==> src/pot_spi_pkg.sv <==
// Shared constants for the dual potentiometer serial link
package pot_spi_pkg;

  // ****************************************
  // Timing
  // ****************************************
  localparam int CLK_PERIOD_NS = 100;          // System clock period
  localparam int SCK_PERIOD_NS = 800;          // Serial clock period made by the host
  localparam int LEAD_TIME_NS = 250;           // Select low to first clock edge
  localparam int LAG_TIME_NS = 250;            // Last clock edge to select high
  localparam int DESELECT_TIME_NS = 2000;      // Least select high time
  localparam int NV_WRITE_TIME_NS = 20000000;  // Longest non-volatile write
  localparam logic [4:0] SCK_HALF_CYCLES = 5'(SCK_PERIOD_NS / 2 / CLK_PERIOD_NS);
  localparam logic [4:0] LEAD_CYCLES = 5'((LEAD_TIME_NS + CLK_PERIOD_NS - 1) / CLK_PERIOD_NS);
  localparam logic [4:0] LAG_CYCLES = 5'((LAG_TIME_NS + CLK_PERIOD_NS - 1) / CLK_PERIOD_NS);
  localparam logic [4:0] DESELECT_CYCLES = 5'((DESELECT_TIME_NS + CLK_PERIOD_NS - 1) / CLK_PERIOD_NS);
  localparam int NV_WRITE_CYCLES = NV_WRITE_TIME_NS / CLK_PERIOD_NS;
  localparam logic [2:0] BOOT_CYCLES = 3'h4;   // Cycles before stored values are trusted

  // ****************************************
  // Protocol
  // ****************************************
  localparam logic [3:0] DEVICE_CODE = 4'ha;   // Arbitrary value
  localparam logic [3:0] INSTR_READ = 4'hb;
  localparam logic [3:0] INSTR_WRITE = 4'hc;
  localparam logic [4:0] DATA_FIRST_BIT = 5'h10; // First bit of the data byte
  localparam logic [4:0] LAST_BIT = 5'h17;       // Last of 24 bits

  // ****************************************
  // Device register map
  // ****************************************
  localparam logic [3:0] ADDR_POT0 = 4'h0;
  localparam logic [3:0] ADDR_POT1 = 4'h1;
  localparam logic [3:0] ADDR_LAST_NV = 4'h6;
  localparam logic [3:0] ADDR_ACCESS_CONTROL = 4'h8;
  localparam int NV_COUNT = 7;
  localparam int CTRL_VOLATILE_BIT = 7;
  localparam int CTRL_SHUTDOWN_BIT = 6;
  localparam int CTRL_PENDING_BIT = 5;
  localparam logic [7:0] WIPER_RESET = 8'h40;
  localparam logic [7:0] NV_RESET = 8'h00;

  // ****************************************
  // Host command registers
  // ****************************************
  localparam logic [1:0] HOST_CMD = 2'h0;      // [7] start, [4] read, [3:0] address
  localparam logic [1:0] HOST_TXDATA = 2'h1;
  localparam logic [1:0] HOST_RXDATA = 2'h2;
  localparam logic [1:0] HOST_STATUS = 2'h3;   // [0] busy
  localparam int CMD_START_BIT = 7;
  localparam int CMD_READ_BIT = 4;

endpackage : pot_spi_pkg

==> src/spi_link_if.sv <==
// Serial link between host and potentiometer device
`timescale 1ns/100ps
interface spi_link_if;
  logic cs_n;       // Chip select, low active
  logic sck;        // Serial clock from host
  logic sdi;        // Data host to device
  logic sdo_drive;  // Device output value
  logic sdo_oe_n;   // Device pulls line while low
  logic sdo_line;   // Resolved open-drain line

  // Pull-up: released line reads high
  assign sdo_line = sdo_oe_n ? 1'b1 : sdo_drive;

  modport device (input cs_n, input sck, input sdi, output sdo_drive, output sdo_oe_n);
  modport host (output cs_n, output sck, output sdi, input sdo_line);
endinterface : spi_link_if

==> src/pot_spi_device.sv <==
// Device end: serial register slave and wiper control
//
// Behaviour
// Wiper code 00h low end, 7Fh high.
// Wipers start 40h, then load stored values.
// Shutdown pin low or control bit six.
// Link works in shutdown; wipers restored after.
// Open-drain output changes on falling clock.
// Sample input on rising clock, select low.
// Host falls select before any transfer.
// Select high means idle unless writing.
// Mode 0, host master, MSB first.
// First byte is device code, low nibble zero.
// Second byte: instruction and register address.
// Host write: code, instruction, data, deselect.
// Volatile bit picks wiper-only or both.
// Write address advances, six wraps to zero.
// Stored write starts at deselect, 20 ms.
// Pending bit blocks wiper, stored, control writes; code still accepts spare stored writes at 2-6.
// Volatile bit at seven, defaults zero.
// Shared pot addresses, spare stored at 2-6.
// Host read: code, instruction, dummy byte.
// Read pointer advances, six wraps to zero.
// Host checks pending bit before stored reads.
// Control register at address eight.
// Bad code or instruction: ignore until deselect.
`timescale 1ns/100ps
module pot_spi_device
  #(
  parameter int unsigned NV_WRITE_CYCLES = pot_spi_pkg::NV_WRITE_CYCLES
  )
  (
  input wire logic clk_i,
  input wire logic reset_n_i,
  spi_link_if.device link,
  input wire logic shutdown_n_i,
  output logic [6:0] wiper0_tap_o,
  output logic [6:0] wiper1_tap_o,
  output logic high_open_o,
  output logic nv_write_pending_o
  );
  import pot_spi_pkg::*;

  // ****************************************
  // State
  // ****************************************
  localparam int CNT_W = $clog2(NV_WRITE_CYCLES + 1);

  typedef enum logic [2:0] {IDLE, ID_BYTE, INSTR_BYTE, WRITE_DATA, READ_DATA, IGNORE} link_state_type;

  typedef struct packed {
    logic cs_meta;                     // Synchroniser first stages
    logic cs_sync;
    logic cs_prev;
    logic sck_meta;
    logic sck_sync;
    logic sck_prev;
    logic sdi_meta;
    logic sdi_sync;
    logic pin_meta;
    logic pin_sync;
    link_state_type state;
    logic [2:0] bit_cnt;               // Bits of current byte
    logic [7:0] rx;                    // Incoming shift
    logic [7:0] tx;                    // Outgoing shift
    logic [3:0] ptr;                   // Register pointer
    logic sdo_low;                     // Pulling output low
    logic [1:0][7:0] wiper;            // Volatile wiper codes
    logic [NV_COUNT-1:0][7:0] nv;      // Stored values, index = address
    logic volatile_sel;                // Volatile-only select
    logic soft_shutdown;               // Software shutdown request
    logic nv_dirty;                    // Stored write seen this frame
    logic [CNT_W-1:0] pending_cnt;     // Non-zero while stored write runs
    logic [2:0] boot_cnt;
    logic booted;
    logic [1:0][6:0] tap;              // Applied wiper taps
    logic high_open;                   // High terminal opened
  } dev_state_type;

  dev_state_type r;
  dev_state_type next_r;

  // Register read mux
  function automatic logic [7:0] read_reg(input dev_state_type s, input logic [3:0] a);
    logic [7:0] v;
    v = 8'h00;
    if (a <= ADDR_POT1)
    begin
      v = s.volatile_sel ? s.wiper[a[0]] : s.nv[a[0]];
    end
    else if (a <= ADDR_LAST_NV)
    begin
      v = s.nv[a[2:0]];
    end
    else if (a == ADDR_ACCESS_CONTROL)
    begin
      v[CTRL_VOLATILE_BIT] = s.volatile_sel;
      v[CTRL_SHUTDOWN_BIT] = s.soft_shutdown;
      v[CTRL_PENDING_BIT] = (s.pending_cnt != '0);
    end
    return v;
  endfunction : read_reg

  // Pointer advance with rollover
  function automatic logic [3:0] next_ptr(input logic [3:0] p);
    return (p == ADDR_LAST_NV) ? ADDR_POT0 : 4'(p + 4'h1);
  endfunction : next_ptr

  // ****************************************
  // Next state
  // ****************************************
  logic sck_rise;
  logic sck_fall;
  logic cs_rise;
  logic cs_fall;
  logic byte_done;
  logic pending;
  logic shutdown;
  logic [7:0] rx_byte;

  // Whole-block combinational update
  always_comb
  begin
    next_r = r;
    // Two-flop synchronisers plus edge history
    next_r.cs_meta = link.cs_n;
    next_r.cs_sync = r.cs_meta;
    next_r.cs_prev = r.cs_sync;
    next_r.sck_meta = link.sck;
    next_r.sck_sync = r.sck_meta;
    next_r.sck_prev = r.sck_sync;
    next_r.sdi_meta = link.sdi;
    next_r.sdi_sync = r.sdi_meta;
    next_r.pin_meta = shutdown_n_i;
    next_r.pin_sync = r.pin_meta;

    sck_rise = r.sck_sync & ~r.sck_prev & ~r.cs_sync;
    sck_fall = ~r.sck_sync & r.sck_prev & ~r.cs_sync;
    cs_rise = r.cs_sync & ~r.cs_prev;
    cs_fall = ~r.cs_sync & r.cs_prev;
    rx_byte = {r.rx[6:0], r.sdi_sync};
    byte_done = sck_rise & (r.bit_cnt == 3'h7);
    pending = (r.pending_cnt != '0);

    // Stored write timer
    if (pending)
    begin
      next_r.pending_cnt = r.pending_cnt - 1'b1;
    end

    // Power-up recall after settling time
    if (!r.booted)
    begin
      next_r.boot_cnt = r.boot_cnt + 3'h1;
      if (r.boot_cnt == BOOT_CYCLES - 3'h1)
      begin
        next_r.booted = 1'b1;
        next_r.wiper[0] = r.nv[0];
        next_r.wiper[1] = r.nv[1];
      end
    end

    // Shift in on every sampled rising edge of a frame
    if (sck_rise && r.state != IDLE)
    begin
      next_r.rx = rx_byte;
      next_r.bit_cnt = r.bit_cnt + 3'h1;
    end

    unique case (r.state)
      // Standby: wait for a select fall
      IDLE:
      begin
        if (cs_fall && r.booted)
        begin
          next_r.state = ID_BYTE;
          next_r.bit_cnt = 3'h0;
        end
      end
      // Device code check
      ID_BYTE:
      begin
        if (byte_done)
        begin
          next_r.state = (rx_byte == {DEVICE_CODE, 4'h0}) ? INSTR_BYTE : IGNORE;
        end
      end
      // Instruction and address
      INSTR_BYTE:
      begin
        if (byte_done)
        begin
          next_r.ptr = rx_byte[3:0];
          if (rx_byte[7:4] == INSTR_READ)
          begin
            next_r.state = READ_DATA;
            next_r.tx = read_reg(r, rx_byte[3:0]);
          end
          else if (rx_byte[7:4] == INSTR_WRITE)
          begin
            next_r.state = WRITE_DATA;
          end
          else
          begin
            next_r.state = IGNORE;
          end
        end
      end
      // Data bytes into registers
      WRITE_DATA:
      begin
        if (byte_done)
        begin
          if (r.ptr <= ADDR_POT1)
          begin
            // Pending stored write locks the wipers out
            if (!pending)
            begin
              next_r.wiper[r.ptr[0]] = rx_byte;
              if (!r.volatile_sel)
              begin
                next_r.nv[r.ptr[0]] = rx_byte;
                next_r.nv_dirty = 1'b1;
              end
            end
          end
          else if (r.ptr <= ADDR_LAST_NV)
          begin
            next_r.nv[r.ptr[2:0]] = rx_byte;
            next_r.nv_dirty = 1'b1;
          end
          else if (r.ptr == ADDR_ACCESS_CONTROL && !pending)
          begin
            next_r.volatile_sel = rx_byte[CTRL_VOLATILE_BIT];
            next_r.soft_shutdown = rx_byte[CTRL_SHUTDOWN_BIT];
          end
          next_r.ptr = next_ptr(r.ptr);
        end
      end
      // Data bytes out while clocked
      READ_DATA:
      begin
        if (byte_done)
        begin
          next_r.ptr = next_ptr(r.ptr);
          next_r.tx = read_reg(r, next_ptr(r.ptr));
        end
        else if (sck_fall)
        begin
          next_r.sdo_low = ~r.tx[7];
          next_r.tx = {r.tx[6:0], 1'b0};
        end
      end
      // Bad frame: wait for deselect
      IGNORE:
      begin
        next_r.sdo_low = 1'b0;
      end
    endcase

    // Deselect ends the frame and may start the stored write
    if (r.cs_sync)
    begin
      next_r.state = IDLE;
      next_r.sdo_low = 1'b0;
    end
    if (cs_rise && next_r.nv_dirty)
    begin
      next_r.pending_cnt = CNT_W'(NV_WRITE_CYCLES);
      next_r.nv_dirty = 1'b0;
    end

    // Shutdown parks taps low; wiper codes stay intact
    shutdown = ~r.pin_sync | r.soft_shutdown;
    next_r.high_open = shutdown;
    for (int i = 0; i < 2; i++)
    begin
      next_r.tap[i] = shutdown ? 7'h00 : r.wiper[i][6:0];
    end
  end

  // ****************************************
  // Registers
  // ****************************************
  // State register, async reset to constants
  always_ff @(posedge clk_i or negedge reset_n_i)
  begin
    if (!reset_n_i)
    begin
      r <= '0;
      r.cs_meta <= 1'b1;
      r.cs_sync <= 1'b1;
      r.cs_prev <= 1'b1;
      r.pin_meta <= 1'b1;
      r.pin_sync <= 1'b1;
      r.state <= IDLE;
      r.wiper <= {2{WIPER_RESET}};
      r.nv <= {NV_COUNT{NV_RESET}};
      r.tap <= {2{WIPER_RESET[6:0]}};
    end
    else
    begin
      r <= next_r;
    end
  end

  // ****************************************
  // Outputs
  // ****************************************
  assign link.sdo_drive = 1'b0;          // Open drain only pulls low
  assign link.sdo_oe_n = ~r.sdo_low;
  assign wiper0_tap_o = r.tap[0];
  assign wiper1_tap_o = r.tap[1];
  assign high_open_o = r.high_open;
  assign nv_write_pending_o = (r.pending_cnt != '0);
endmodule : pot_spi_device

==> src/flat_wrapper.sv <==
// flat-port wrapper written by rule: the top's interface ports become plain ports
module pot_spi_device_flat import pot_spi_pkg::*;
#(
  parameter int unsigned NV_WRITE_CYCLES = pot_spi_pkg::NV_WRITE_CYCLES
  )
  (clk_i, reset_n_i, shutdown_n_i, wiper0_tap_o, wiper1_tap_o, high_open_o, nv_write_pending_o, link_cs_n, link_sck, link_sdi, link_sdo_drive, link_sdo_oe_n);
  spi_link_if link_i ();
  input wire logic clk_i;
  input wire logic reset_n_i;
  input wire logic shutdown_n_i;
  output logic [6:0] wiper0_tap_o;
  output logic [6:0] wiper1_tap_o;
  output logic high_open_o;
  output logic nv_write_pending_o;
  input wire logic [$bits(link_i.cs_n)-1:0] link_cs_n;
  input wire logic [$bits(link_i.sck)-1:0] link_sck;
  input wire logic [$bits(link_i.sdi)-1:0] link_sdi;
  output wire logic [$bits(link_i.sdo_drive)-1:0] link_sdo_drive;
  output wire logic [$bits(link_i.sdo_oe_n)-1:0] link_sdo_oe_n;
  assign link_i.cs_n = link_cs_n;
  assign link_i.sck = link_sck;
  assign link_i.sdi = link_sdi;
  assign link_sdo_drive = link_i.sdo_drive;
  assign link_sdo_oe_n = link_i.sdo_oe_n;
  pot_spi_device #(.NV_WRITE_CYCLES(NV_WRITE_CYCLES)) u_core (.clk_i(clk_i), .reset_n_i(reset_n_i), .link(link_i), .shutdown_n_i(shutdown_n_i), .wiper0_tap_o(wiper0_tap_o), .wiper1_tap_o(wiper1_tap_o), .high_open_o(high_open_o), .nv_write_pending_o(nv_write_pending_o));
endmodule
==> config.mk <==
export PLATFORM = sky130hd
export DESIGN_NAME = pot_spi_device_flat
export DESIGN_NICKNAME = d
export VERILOG_FILES = /design/src/pot_spi_pkg.sv /design/src/spi_link_if.sv /design/src/pot_spi_device.sv /design/src/flat_wrapper.sv
export SDC_FILE = /design/constraint.sdc
export NUM_CORES = 1
export LEC_CHECK = 0
export BUFFER_PORTS_ARGS = -buffer_cell sky130_fd_sc_hd__buf_2
export CORE_MARGIN = 5
export CORE_UTILIZATION = 40
export CTS_CLUSTER_DIAMETER = 60
export DETAILED_ROUTE_END_ITERATION = 10
export SLEW_MARGIN = 0
export SYNTH_ARGS = -nofsm -noshare
export SYNTH_HDL_FRONTEND = slang
export SYNTH_SLANG_ARGS = --single-unit
==> constraint.sdc <==
create_clock -name clk_i -period 4.41 [get_ports clk_i]
set_input_delay 0.6615 -clock clk_i [delete_from_list [all_inputs] [get_ports clk_i]]
set_output_delay 0.6615 -clock clk_i [all_outputs]
set_load 0.01 [all_outputs]
==> impl_results.md, run 1 <==
* Number of synthesized register bits at 148
* GR Layer Usage met2 at 0.265
* Reg clk slew, reported paths at 0.07 ns
* CTS Hold Bufs at 0
* NumNets Final at 799
* Final period util at 0.783
* Net Switching at 0.000793 W
* FP Rows at 52
* Slew Limit Fails at 0
* Clock share of power at 0.476
* Full die area at 0.0235 mm²
* Overflow after GRT at 0
* Worst-case vdd ir drop at 0.250 mV
* Die width at 153 µm
* Final number of setup-violating endpoints at 0
* Area occupied by registers at 0.00371 mm²
* Worst hold path class: in -> reg
* # DRC at 0
* Clk_skew at 0.0176 ns
* Top delay family on crit path: compound AO/OA/AOI/OAI gates
* Post-CTS Resized at 0
* Placed insts at 1035
* Slew margin rel. at 0.290
* TritonCTS buffer count at 17
* Routed len/inst at 19.3 µm
* Synth area leaders: dfrtp_1, mux2_2, mux2i_1, nand2_1, o21ai_0
* # diodes at 0
* CP Data Required Time at 4.72 ns
* Vias in the first global route at 5868
* HPWL after detailed placement at 14100 µm
* DRT iter0 DRCs at 559
* CP Max Fanout at 15
* Via count at 6061
* Seq pwr share at 0.467
* CP Buf/Inv Count at 1
* Max H-tree Level at 4
* Share of layout cells above drive strength 1 at 0.199
* Initial Util at 0.406
* Post-synth EDFFs at 0
* RSZ-0062 raised after global routing: false
* Post-synthesis async set-or-reset flop share at 1.00
* Status: complete, no violations
* Leak at 4.06 nW
* Wirelength, routed at 20600 µm
* Crit-path slowest cell: dfrtp_1
* Pwr Density at 337 mW/mm²
* Syn Inst Count at 800
* Crit path cell chain: inv_1 -> ha_1 -> and2_1 -> a2111oi_0 -> nand2_1 -> o21ai_1 -> nor3_1 -> o32a_1
* Total global routing track utilization at 0.180
* Final min period at 3.45 ns
* Met1 Track Usage GR at 0.269
* CP Depth at 8
* Yosys top cell by area: dfrtp_1
* Most frequent cell after synthesis: dfrtp_1
* YS warnings at 0
* Path depth of the worst reg2reg path at 8
* Placed cell area at 0.00842 mm²
* Post-route non-filler standard cell count at 1067
* P_int at 0.00224 W
* Synth top area share at 0.423
* I/O pin count at 24
* Most Used Layer, Global Route: met1
* RePlAce Congestion at 0.928
* Max cap viols at 0
* Clock root cell: clkbuf_16
* CP Class: reg -> reg
* CTS tree: yes
* Crit path capture type: flip-flop
* CP Launch Type: flip-flop
* Antenna violations before repair at 0
* Port bufs at 22
* Pre-antenna DRT Iters at 5
* First-pass GRT wire length at 33700 µm
* GRT met3 Usage at 0.0328
* Maximum clock frequency at 290 MHz
* Final hold viol count at 0
* Measured slew at the worst slew-check pin at 1.06 ns
* Routed Antenna Nets at 0
* Worst-case clock buffer depth at 2
* Synthesis-to-finish area growth at 9.53%
* Comb power frac at 0.057
* Final Instance Area at 0.00901 mm²
* Synthesized area at 0.00822 mm²
* Skew-Pair Late Insertion Delay at 0.44 ns
* Area of the multi-input gates at 0.00409 mm²
* Vias per std cell at 5.68
* Clock sink total at 148
* Worst Path Arrival at 3.76 ns
* Net Count, Synth at 815
* Post-CTS setup buffers at 0
* Yosys cell types at 80
* Synth top cells by count: dfrtp_1, nand2_1, mux2i_1, mux2_2, o21ai_0
* Die Ht at 153 µm
* WHS Path Cells at 1
* Setup TNS at 0 ns
* Filler cells at 1918
* Mean Syn Cell Area at 10.3 µm²
* Sequential fraction of the synthesis area at 0.452
* Largest net degree at the start of global routing at 104
* Sw Share at 0.261
* CORE AREA at 0.0202 mm²
* Dominant synthesized flop cell: dfrtp_1
* CP max stage delay at 0.61 ns
* Tot Pwr at 0.00303 W
## layout make-up
class	count	area share
multi-input cells	563	0.454
flip-flops and latches	148	0.412
clock inverters	14	0.0161
repair buffers	34	0.0229
well taps	270	0.0375
inverters	20	0.00861
clock buffers	18	0.0488
## path summary, 6_finish.rpt
check,start,end,slack [ns]
setup / recovery,u_core.r[114],u_core.r[121],0.96
hold / removal,shutdown_n_i,u_core.next_r[139],0.32
setup reg to reg,u_core.r[114],u_core.r[121],0.96
hold reg to reg,u_core.next_r[141],u_core.r[141],0.35
max in group asynchronous,reset_n_i,async pin,3.12
min in group asynchronous,reset_n_i,u_core.r[135],0.35
## metal layers
layer	share of wire	routed length, µm	up-vias
met1	0.49	10100	3002
met4	0.016	330	0
met5	0	0	-
li1	-	-	2875
met2	0.45	9300	160
met3	0.045	925	24
## cells in the final DEF (no fill, tap or decap), types with 4 or more instances in the layout
master / instances
a211o_1: 8
a21oi_1: 36
a221oi_1: 11
a22oi_1: 5
a31oi_1: 5
a32o_1: 4
and2_1: 19
and3_1: 5
buf_2: 21
buf_4: 12
clkbuf_16: 17
clkinv_4: 4
dfrtp_1: 139
dfstp_2: 9
ha_1: 9
inv_1: 19
inv_6: 4
mux2_2: 57
mux2i_1: 59
mux4_2: 4
nand2_1: 72
nand2b_1: 9
nand3_1: 15
nand3b_1: 12
nor2_1: 45
nor2b_1: 6
nor3_1: 14
nor3b_1: 4
nor4_1: 6
nor4b_1: 6
o211ai_1: 8
o21ai_0: 52
o221ai_1: 4
o311ai_0: 4
o32a_1: 5
xnor2_1: 8
xor2_1: 6
## power groups by stage
stage | clock network, W | registers (W) | logic [W]
5_1_grt | 0.00153 | 0.00142 | 0.000193
4_1_cts | 0.00147 | 0.00142 | 0.000173
2_1_floorplan | 0 | 0.00140 | 0.000134
6_report | 0.00144 | 0.00142 | 0.000173
3_3_place_gp | 0 | 0.00144 | 0.000173
3_5_place_dp | 0 | 0.00144 | 0.000173
## through the flow
step | hold slack, ns | worst slack (ns) | util
6_report | 0.318 | 0.957 | 0.445
5_1_grt | 0.309 | 0.632 | 0.445
4_1_cts | 0.309 | 1.01 | 0.445
3_5_place_dp | 0.336 | 1.02 | 0.416
3_3_place_gp | 0.334 | 1.17 | 0.416
2_1_floorplan | 0.331 | 1.35 | -
## kinds of logic after synthesis
logic type                 share of synthesized area
and+or+nand+nor                                0.161
AOI/OAI and AO/OA                              0.145
DFF                                            0.452
muxes                                          0.161
buffers and inverters                         0.0526
xor gates and xnor gates                      0.0149
adders and majority gates                     0.0137
other                                       0.000456
No activity file was read; power rests on OpenSTA's default activity.
==> inputs of run 2 (changes only) <==
Clock period 4.41 ns to 3.03 ns, I/O delays scaled along.
==> impl_results.md, run 2 (synthesized netlist as in run 1, its figures left out) <==
* Status: complete, no violations
* # diodes at 0
* R2r setup slk at 0.27 ns
* Die Ht at 153 µm
* Via count at 6190
* CP Max Fanout at 9
* CP Data Required Time at 2.58 ns
* Area of the multi-input gates at 0.00409 mm²
* Synthesis-to-finish area growth at 12.8%
* Final WS setup at 0.114 ns
* CP Class: reg -> out
* # DRC at 0
* Reg clk slew, reported paths at 0.07 ns
* First-pass GRT wire length at 34500 µm
* Antenna violations before repair at 0
* Slew margin rel. at 0.232
* Largest net degree at the start of global routing at 74
* Crit path capture type: primary output
* Full die area at 0.0235 mm²
* Place WS at 0.203 ns
* Final hold viol count at 0
* CTS Hold Bufs at 0
* Slew Limit Fails at 0
* Measured slew at the worst slew-check pin at 1.15 ns
* Final min period at 2.92 ns
* Worst reg2reg path startpoint: u_core.r[19]
* Share of layout cells above drive strength 1 at 0.227
* Worst hold path class: in -> async
* Filler cells at 1836
* Sw Share at 0.255
* FP Rows at 52
* Most common cell after layout, fill and taps aside: dfrtp_1
* Total global routing track utilization at 0.184
* Clock root cell: clkbuf_16
* Max cap viols at 0
* Setup TNS at 0 ns
* Seq pwr share at 0.453
* CTS tree: yes
* Maximum clock frequency at 343 MHz
* Vias in the first global route at 6041
* Final Instance Area at 0.00928 mm²
* P_int at 0.00337 W
* HPWL after detailed placement at 15000 µm
* Path depth of the worst reg2reg path at 8
* Worst-case clock buffer depth at 2
* CORE AREA at 0.0202 mm²
* I/O pin count at 24
* RePlAce Congestion at 0.955
* Overflow after GRT at 0
* Skew-Pair Late Insertion Delay at 0.43 ns
* Port bufs at 22
* Comb power frac at 0.065
* Clk_skew at 0.0148 ns
* Max H-tree Level at 4
* Tot Pwr at 0.00452 W
* Leak at 4.23 nW
* Routed len/inst at 19.3 µm
* CP Launch Type: flip-flop
* Worst Path Arrival at 2.46 ns
* Pre-antenna DRT Iters at 6
* Area occupied by registers at 0.00371 mm²
* Vias per std cell at 5.66
* Most frequent cells in the layout: dfrtp_1, nand2_1, mux2i_1, mux2_2, o21ai_0
* Final number of setup-violating endpoints at 0
* Net Switching at 0.00115 W
* Worst-case vdd ir drop at 0.361 mV
* Wirelength, routed at 21100 µm
* Pwr Density at 488 mW/mm²
* NumNets Final at 826
* RSZ-0062 raised after global routing: false
* TritonCTS buffer count at 17
* Final period util at 0.962
* Clock share of power at 0.482
* Clock sink total at 148
* Routed Antenna Nets at 0
* CP startpoint: u_core.r[19]
* Die width at 153 µm
* Initial Util at 0.406
* Placed cell area at 0.00865 mm²
* DRT iter0 DRCs at 433
## run 2: path summary, 6_finish.rpt
path	endpoint
setup / recovery	nv_write_pending_o
hold / removal	u_core.r[143]
setup reg to reg	flip-flop
hold reg to reg	u_core.next_r[143]
max in group asynchronous	u_core.r[123]
min in group clk_i	u_core.next_r[147]
## run 2: worst max-delay path: stages (launching register included)
cell and delay (ns):
dfrtp_1 0.40, inv_1 0.10, ha_1 0.19, or3b_4 0.41, or4_4 0.56, nor2_8 0.14, inv_4 0.08, buf_2 0.15
## run 2: power groups by stage
| stage | sequential (W) | clock, W | combinational, W |
|---|---|---|---|
| final | 0.00205 | 0.00218 | 0.000296 |
| after global routing | 0.00205 | 0.00232 | 0.000328 |
| after CTS | 0.00205 | 0.00223 | 0.000297 |
| after detailed placement | 0.00208 | 0 | 0.000295 |
| after global placement | 0.00209 | 0 | 0.000297 |
| after floorplan | 0.00204 | 0 | 0.000195 |
## run 2: repair_timing
item,in CTS,in global routing
gates resized for setup,0,2
buffers inserted,0,2
setup endpoints to repair,1,3
pin swaps,1,1
hold endpoints to repair,0,0
## run 2: metrics by stage
step | util | instances | hold slack [ns]
2_1_floorplan | - | 800 | 0.159
3_3_place_gp | 0.428 | 1060 | 0.335
3_5_place_dp | 0.428 | 1060 | 0.344
4_1_cts | 0.457 | 1092 | 0.0542
5_1_grt | 0.458 | 1094 | 0.0803
6_report | 0.458 | 1094 | 0.0276
## run 2: area by class of cell
| cell class | instances | share of cell area |
|---|---|---|
| repair buffers | 61 | 0.0482 |
| multi-input cells | 563 | 0.441 |
| clock buffers | 19 | 0.0478 |
| clock inverters | 13 | 0.0175 |
| well taps | 270 | 0.0364 |
| inverters | 20 | 0.00836 |
| flip-flops and latches | 148 | 0.401 |
## run 2: per-layer routing
layer / global-route usage / share of wire / vias up
li1: - / - / 2930
met1: 0.275 / 0.49 / 3094
met2: 0.271 / 0.45 / 152
met3: 0.0393 / 0.054 / 14
met4: 0.0488 / 0.0099 / 0
met5: 0 / 0 / -
==> inputs of run 3 (changes only) <==
Settings changed: BUFFER_PORTS_ARGS -buffer_cell sky130_fd_sc_hd__buf_2 to -buffer_cell sky130_fd_sc_hd__clkbuf_2, GPL_TIMING_DRIVEN set to 0.
==> impl_results.md, run 3 (synthesized netlist as in run 1, its figures left out) <==
* Comb power frac at 0.075
* Final WS setup at 0.0927 ns
* FP Rows at 52
* Synthesis-to-finish area growth at 15.1%
* Max H-tree Level at 4
* Most common cell after layout, fill and taps aside: dfrtp_1
* P_int at 0.00329 W
* Max cap viols at 0
* Skew-Pair Late Insertion Delay at 0.43 ns
* CP Data Required Time at 2.58 ns
* Die Ht at 153 µm
* Worst Path Arrival at 2.48 ns
* Post-route non-filler standard cell count at 1134
* Final hold viol count at 0
* Area of the multi-input gates at 0.00413 mm²
* Slew margin rel. at 0.331
* Wirelength, routed at 23200 µm
* I/O pin count at 24
* Largest net degree at the start of global routing at 82
* First-pass GRT wire length at 37600 µm
* Worst-case vdd ir drop at 0.391 mV
* Measured slew at the worst slew-check pin at 0.997 ns
* DRT iter0 DRCs at 695
* Clock root cell: clkbuf_16
* HPWL after detailed placement at 16700 µm
* Seq pwr share at 0.443
* Final min period at 2.94 ns
* Pre-antenna DRT Iters at 6
* Antenna violations before repair at 0
* Routed Antenna Nets at 0
* TritonCTS buffer count at 17
* Vias in the first global route at 6404
* Setup TNS at 0 ns
* # diodes at 0
* Reg clk slew, reported paths at 0.07 ns
* Filler cells at 1899
* Final period util at 0.969
* CP Launch Type: flip-flop
* Status: complete, no violations
* Routed len/inst at 20.5 µm
* CP Max Fanout at 9
* CP Class: reg -> out
* Maximum clock frequency at 340 MHz
* Most frequent cells in the layout: dfrtp_1, nand2_1, mux2i_1, mux2_2, o21ai_0
* # DRC at 0
* Via count at 6474
* Pwr Density at 479 mW/mm²
* Sw Share at 0.275
* Share of layout cells above drive strength 1 at 0.226
* Worst-case clock buffer depth at 2
* Final number of setup-violating endpoints at 0
* CTS tree: yes
* Worst hold path class: in -> async
* Net Switching at 0.00124 W
* R2r setup slk at 0.10 ns
* CTS Hold Bufs at 0
* Full die area at 0.0235 mm²
* Placed insts at 1093
* NumNets Final at 866
* Total global routing track utilization at 0.203
* Slew Limit Fails at 0
* Port bufs at 22
* RePlAce Congestion at 0.938
* Clk_skew at 0.00945 ns
* Clock share of power at 0.482
* Leak at 4.29 nW
* Overflow after GRT at 0
* RSZ-0062 raised after global routing: true
* Die width at 153 µm
* CORE AREA at 0.0202 mm²
* Crit-path slowest cell: or4_4
* Clock sink total at 148
* Place WS at -1.16 ns
* Area occupied by registers at 0.00372 mm²
* Crit path capture type: primary output
* Initial Util at 0.406
* Crit path cell chain: inv_1 -> ha_1 -> or3b_4 -> or4_4 -> nor2_8 -> inv_4 -> clkbuf_2
* CP max stage delay at 0.56 ns
* Vias per std cell at 5.71
-- run 3: final cells by class --
cell class | instances | area share
clock inverter | 15 | 0.0182
multi-input combinational | 563 | 0.437
tap | 270 | 0.0357
buffer | 68 | 0.0385
clock buffer | 17 | 0.0450
timing repair buffer | 33 | 0.0247
sequential | 148 | 0.393
inverter | 20 | 0.00859
-- run 3: critical path: cells and delay by family, from the launching register on --
kind	cells	cell delay, ns
adder cells (fa/ha/maj)	1	0.18
buffers and inverters	3	0.33
flip-flops	1	0.41
AND/OR/NAND/NOR	3	1.12
-- run 3: worst paths after layout --
check | start | to | cells after the start
max in group asynchronous | reset_n_i | async pin | 2
min reg2reg | u_core.next_r[141] | u_core.r[141] | 0
max reg2reg | u_core.r[19] | flip-flop | 9
min | reset_n_i | u_core.r[135] | 1
min in group clk_i | link_cs_n | u_core.next_r[147] | 1
max | u_core.r[19] | nv_write_pending_o | 7
-- run 3: per-stage QoR --
step / utilization / hold WS [ns] / power [W] / cell area [µm²]
finish: 0.468 / 0.0104 / 0.00453 / 9460
CTS: 0.465 / 0.0295 / 0.00457 / 9410
global placement: 0.429 / 0.332 / 0.00238 / 8670
detailed placement: 0.430 / 0.336 / 0.00238 / 8710
floorplan: - / 0.159 / 0.00224 / 8230
global route: 0.468 / 0.0602 / 0.00470 / 9460
-- run 3: metal layers --
layer  wire (µm)  up-vias  GRT usage
met4         586        0     0.0740
met5           0        -          0
li1            -     2998          -
met1       10700     3218      0.285
met2       10600      223      0.313
met3        1350       35     0.0393
-- run 3: power groups by stage --
stage | logic (W) | registers [W] | clock network, W
floorplan | 0.000195 | 0.00204 | 0
global placement | 0.000332 | 0.00204 | 0
detailed placement | 0.000336 | 0.00204 | 0
CTS | 0.000338 | 0.00201 | 0.00222
global route | 0.000374 | 0.00201 | 0.00232
finish | 0.000338 | 0.00201 | 0.00219
-- run 3: timing repair --
item / 4_1_cts / 5_1_grt
gates resized for setup: 12 / 6
pin swaps: 3 / 3
cloned: 0 / 0
buffers inserted: 5 / 5
setup endpoints to repair: 41 / 34
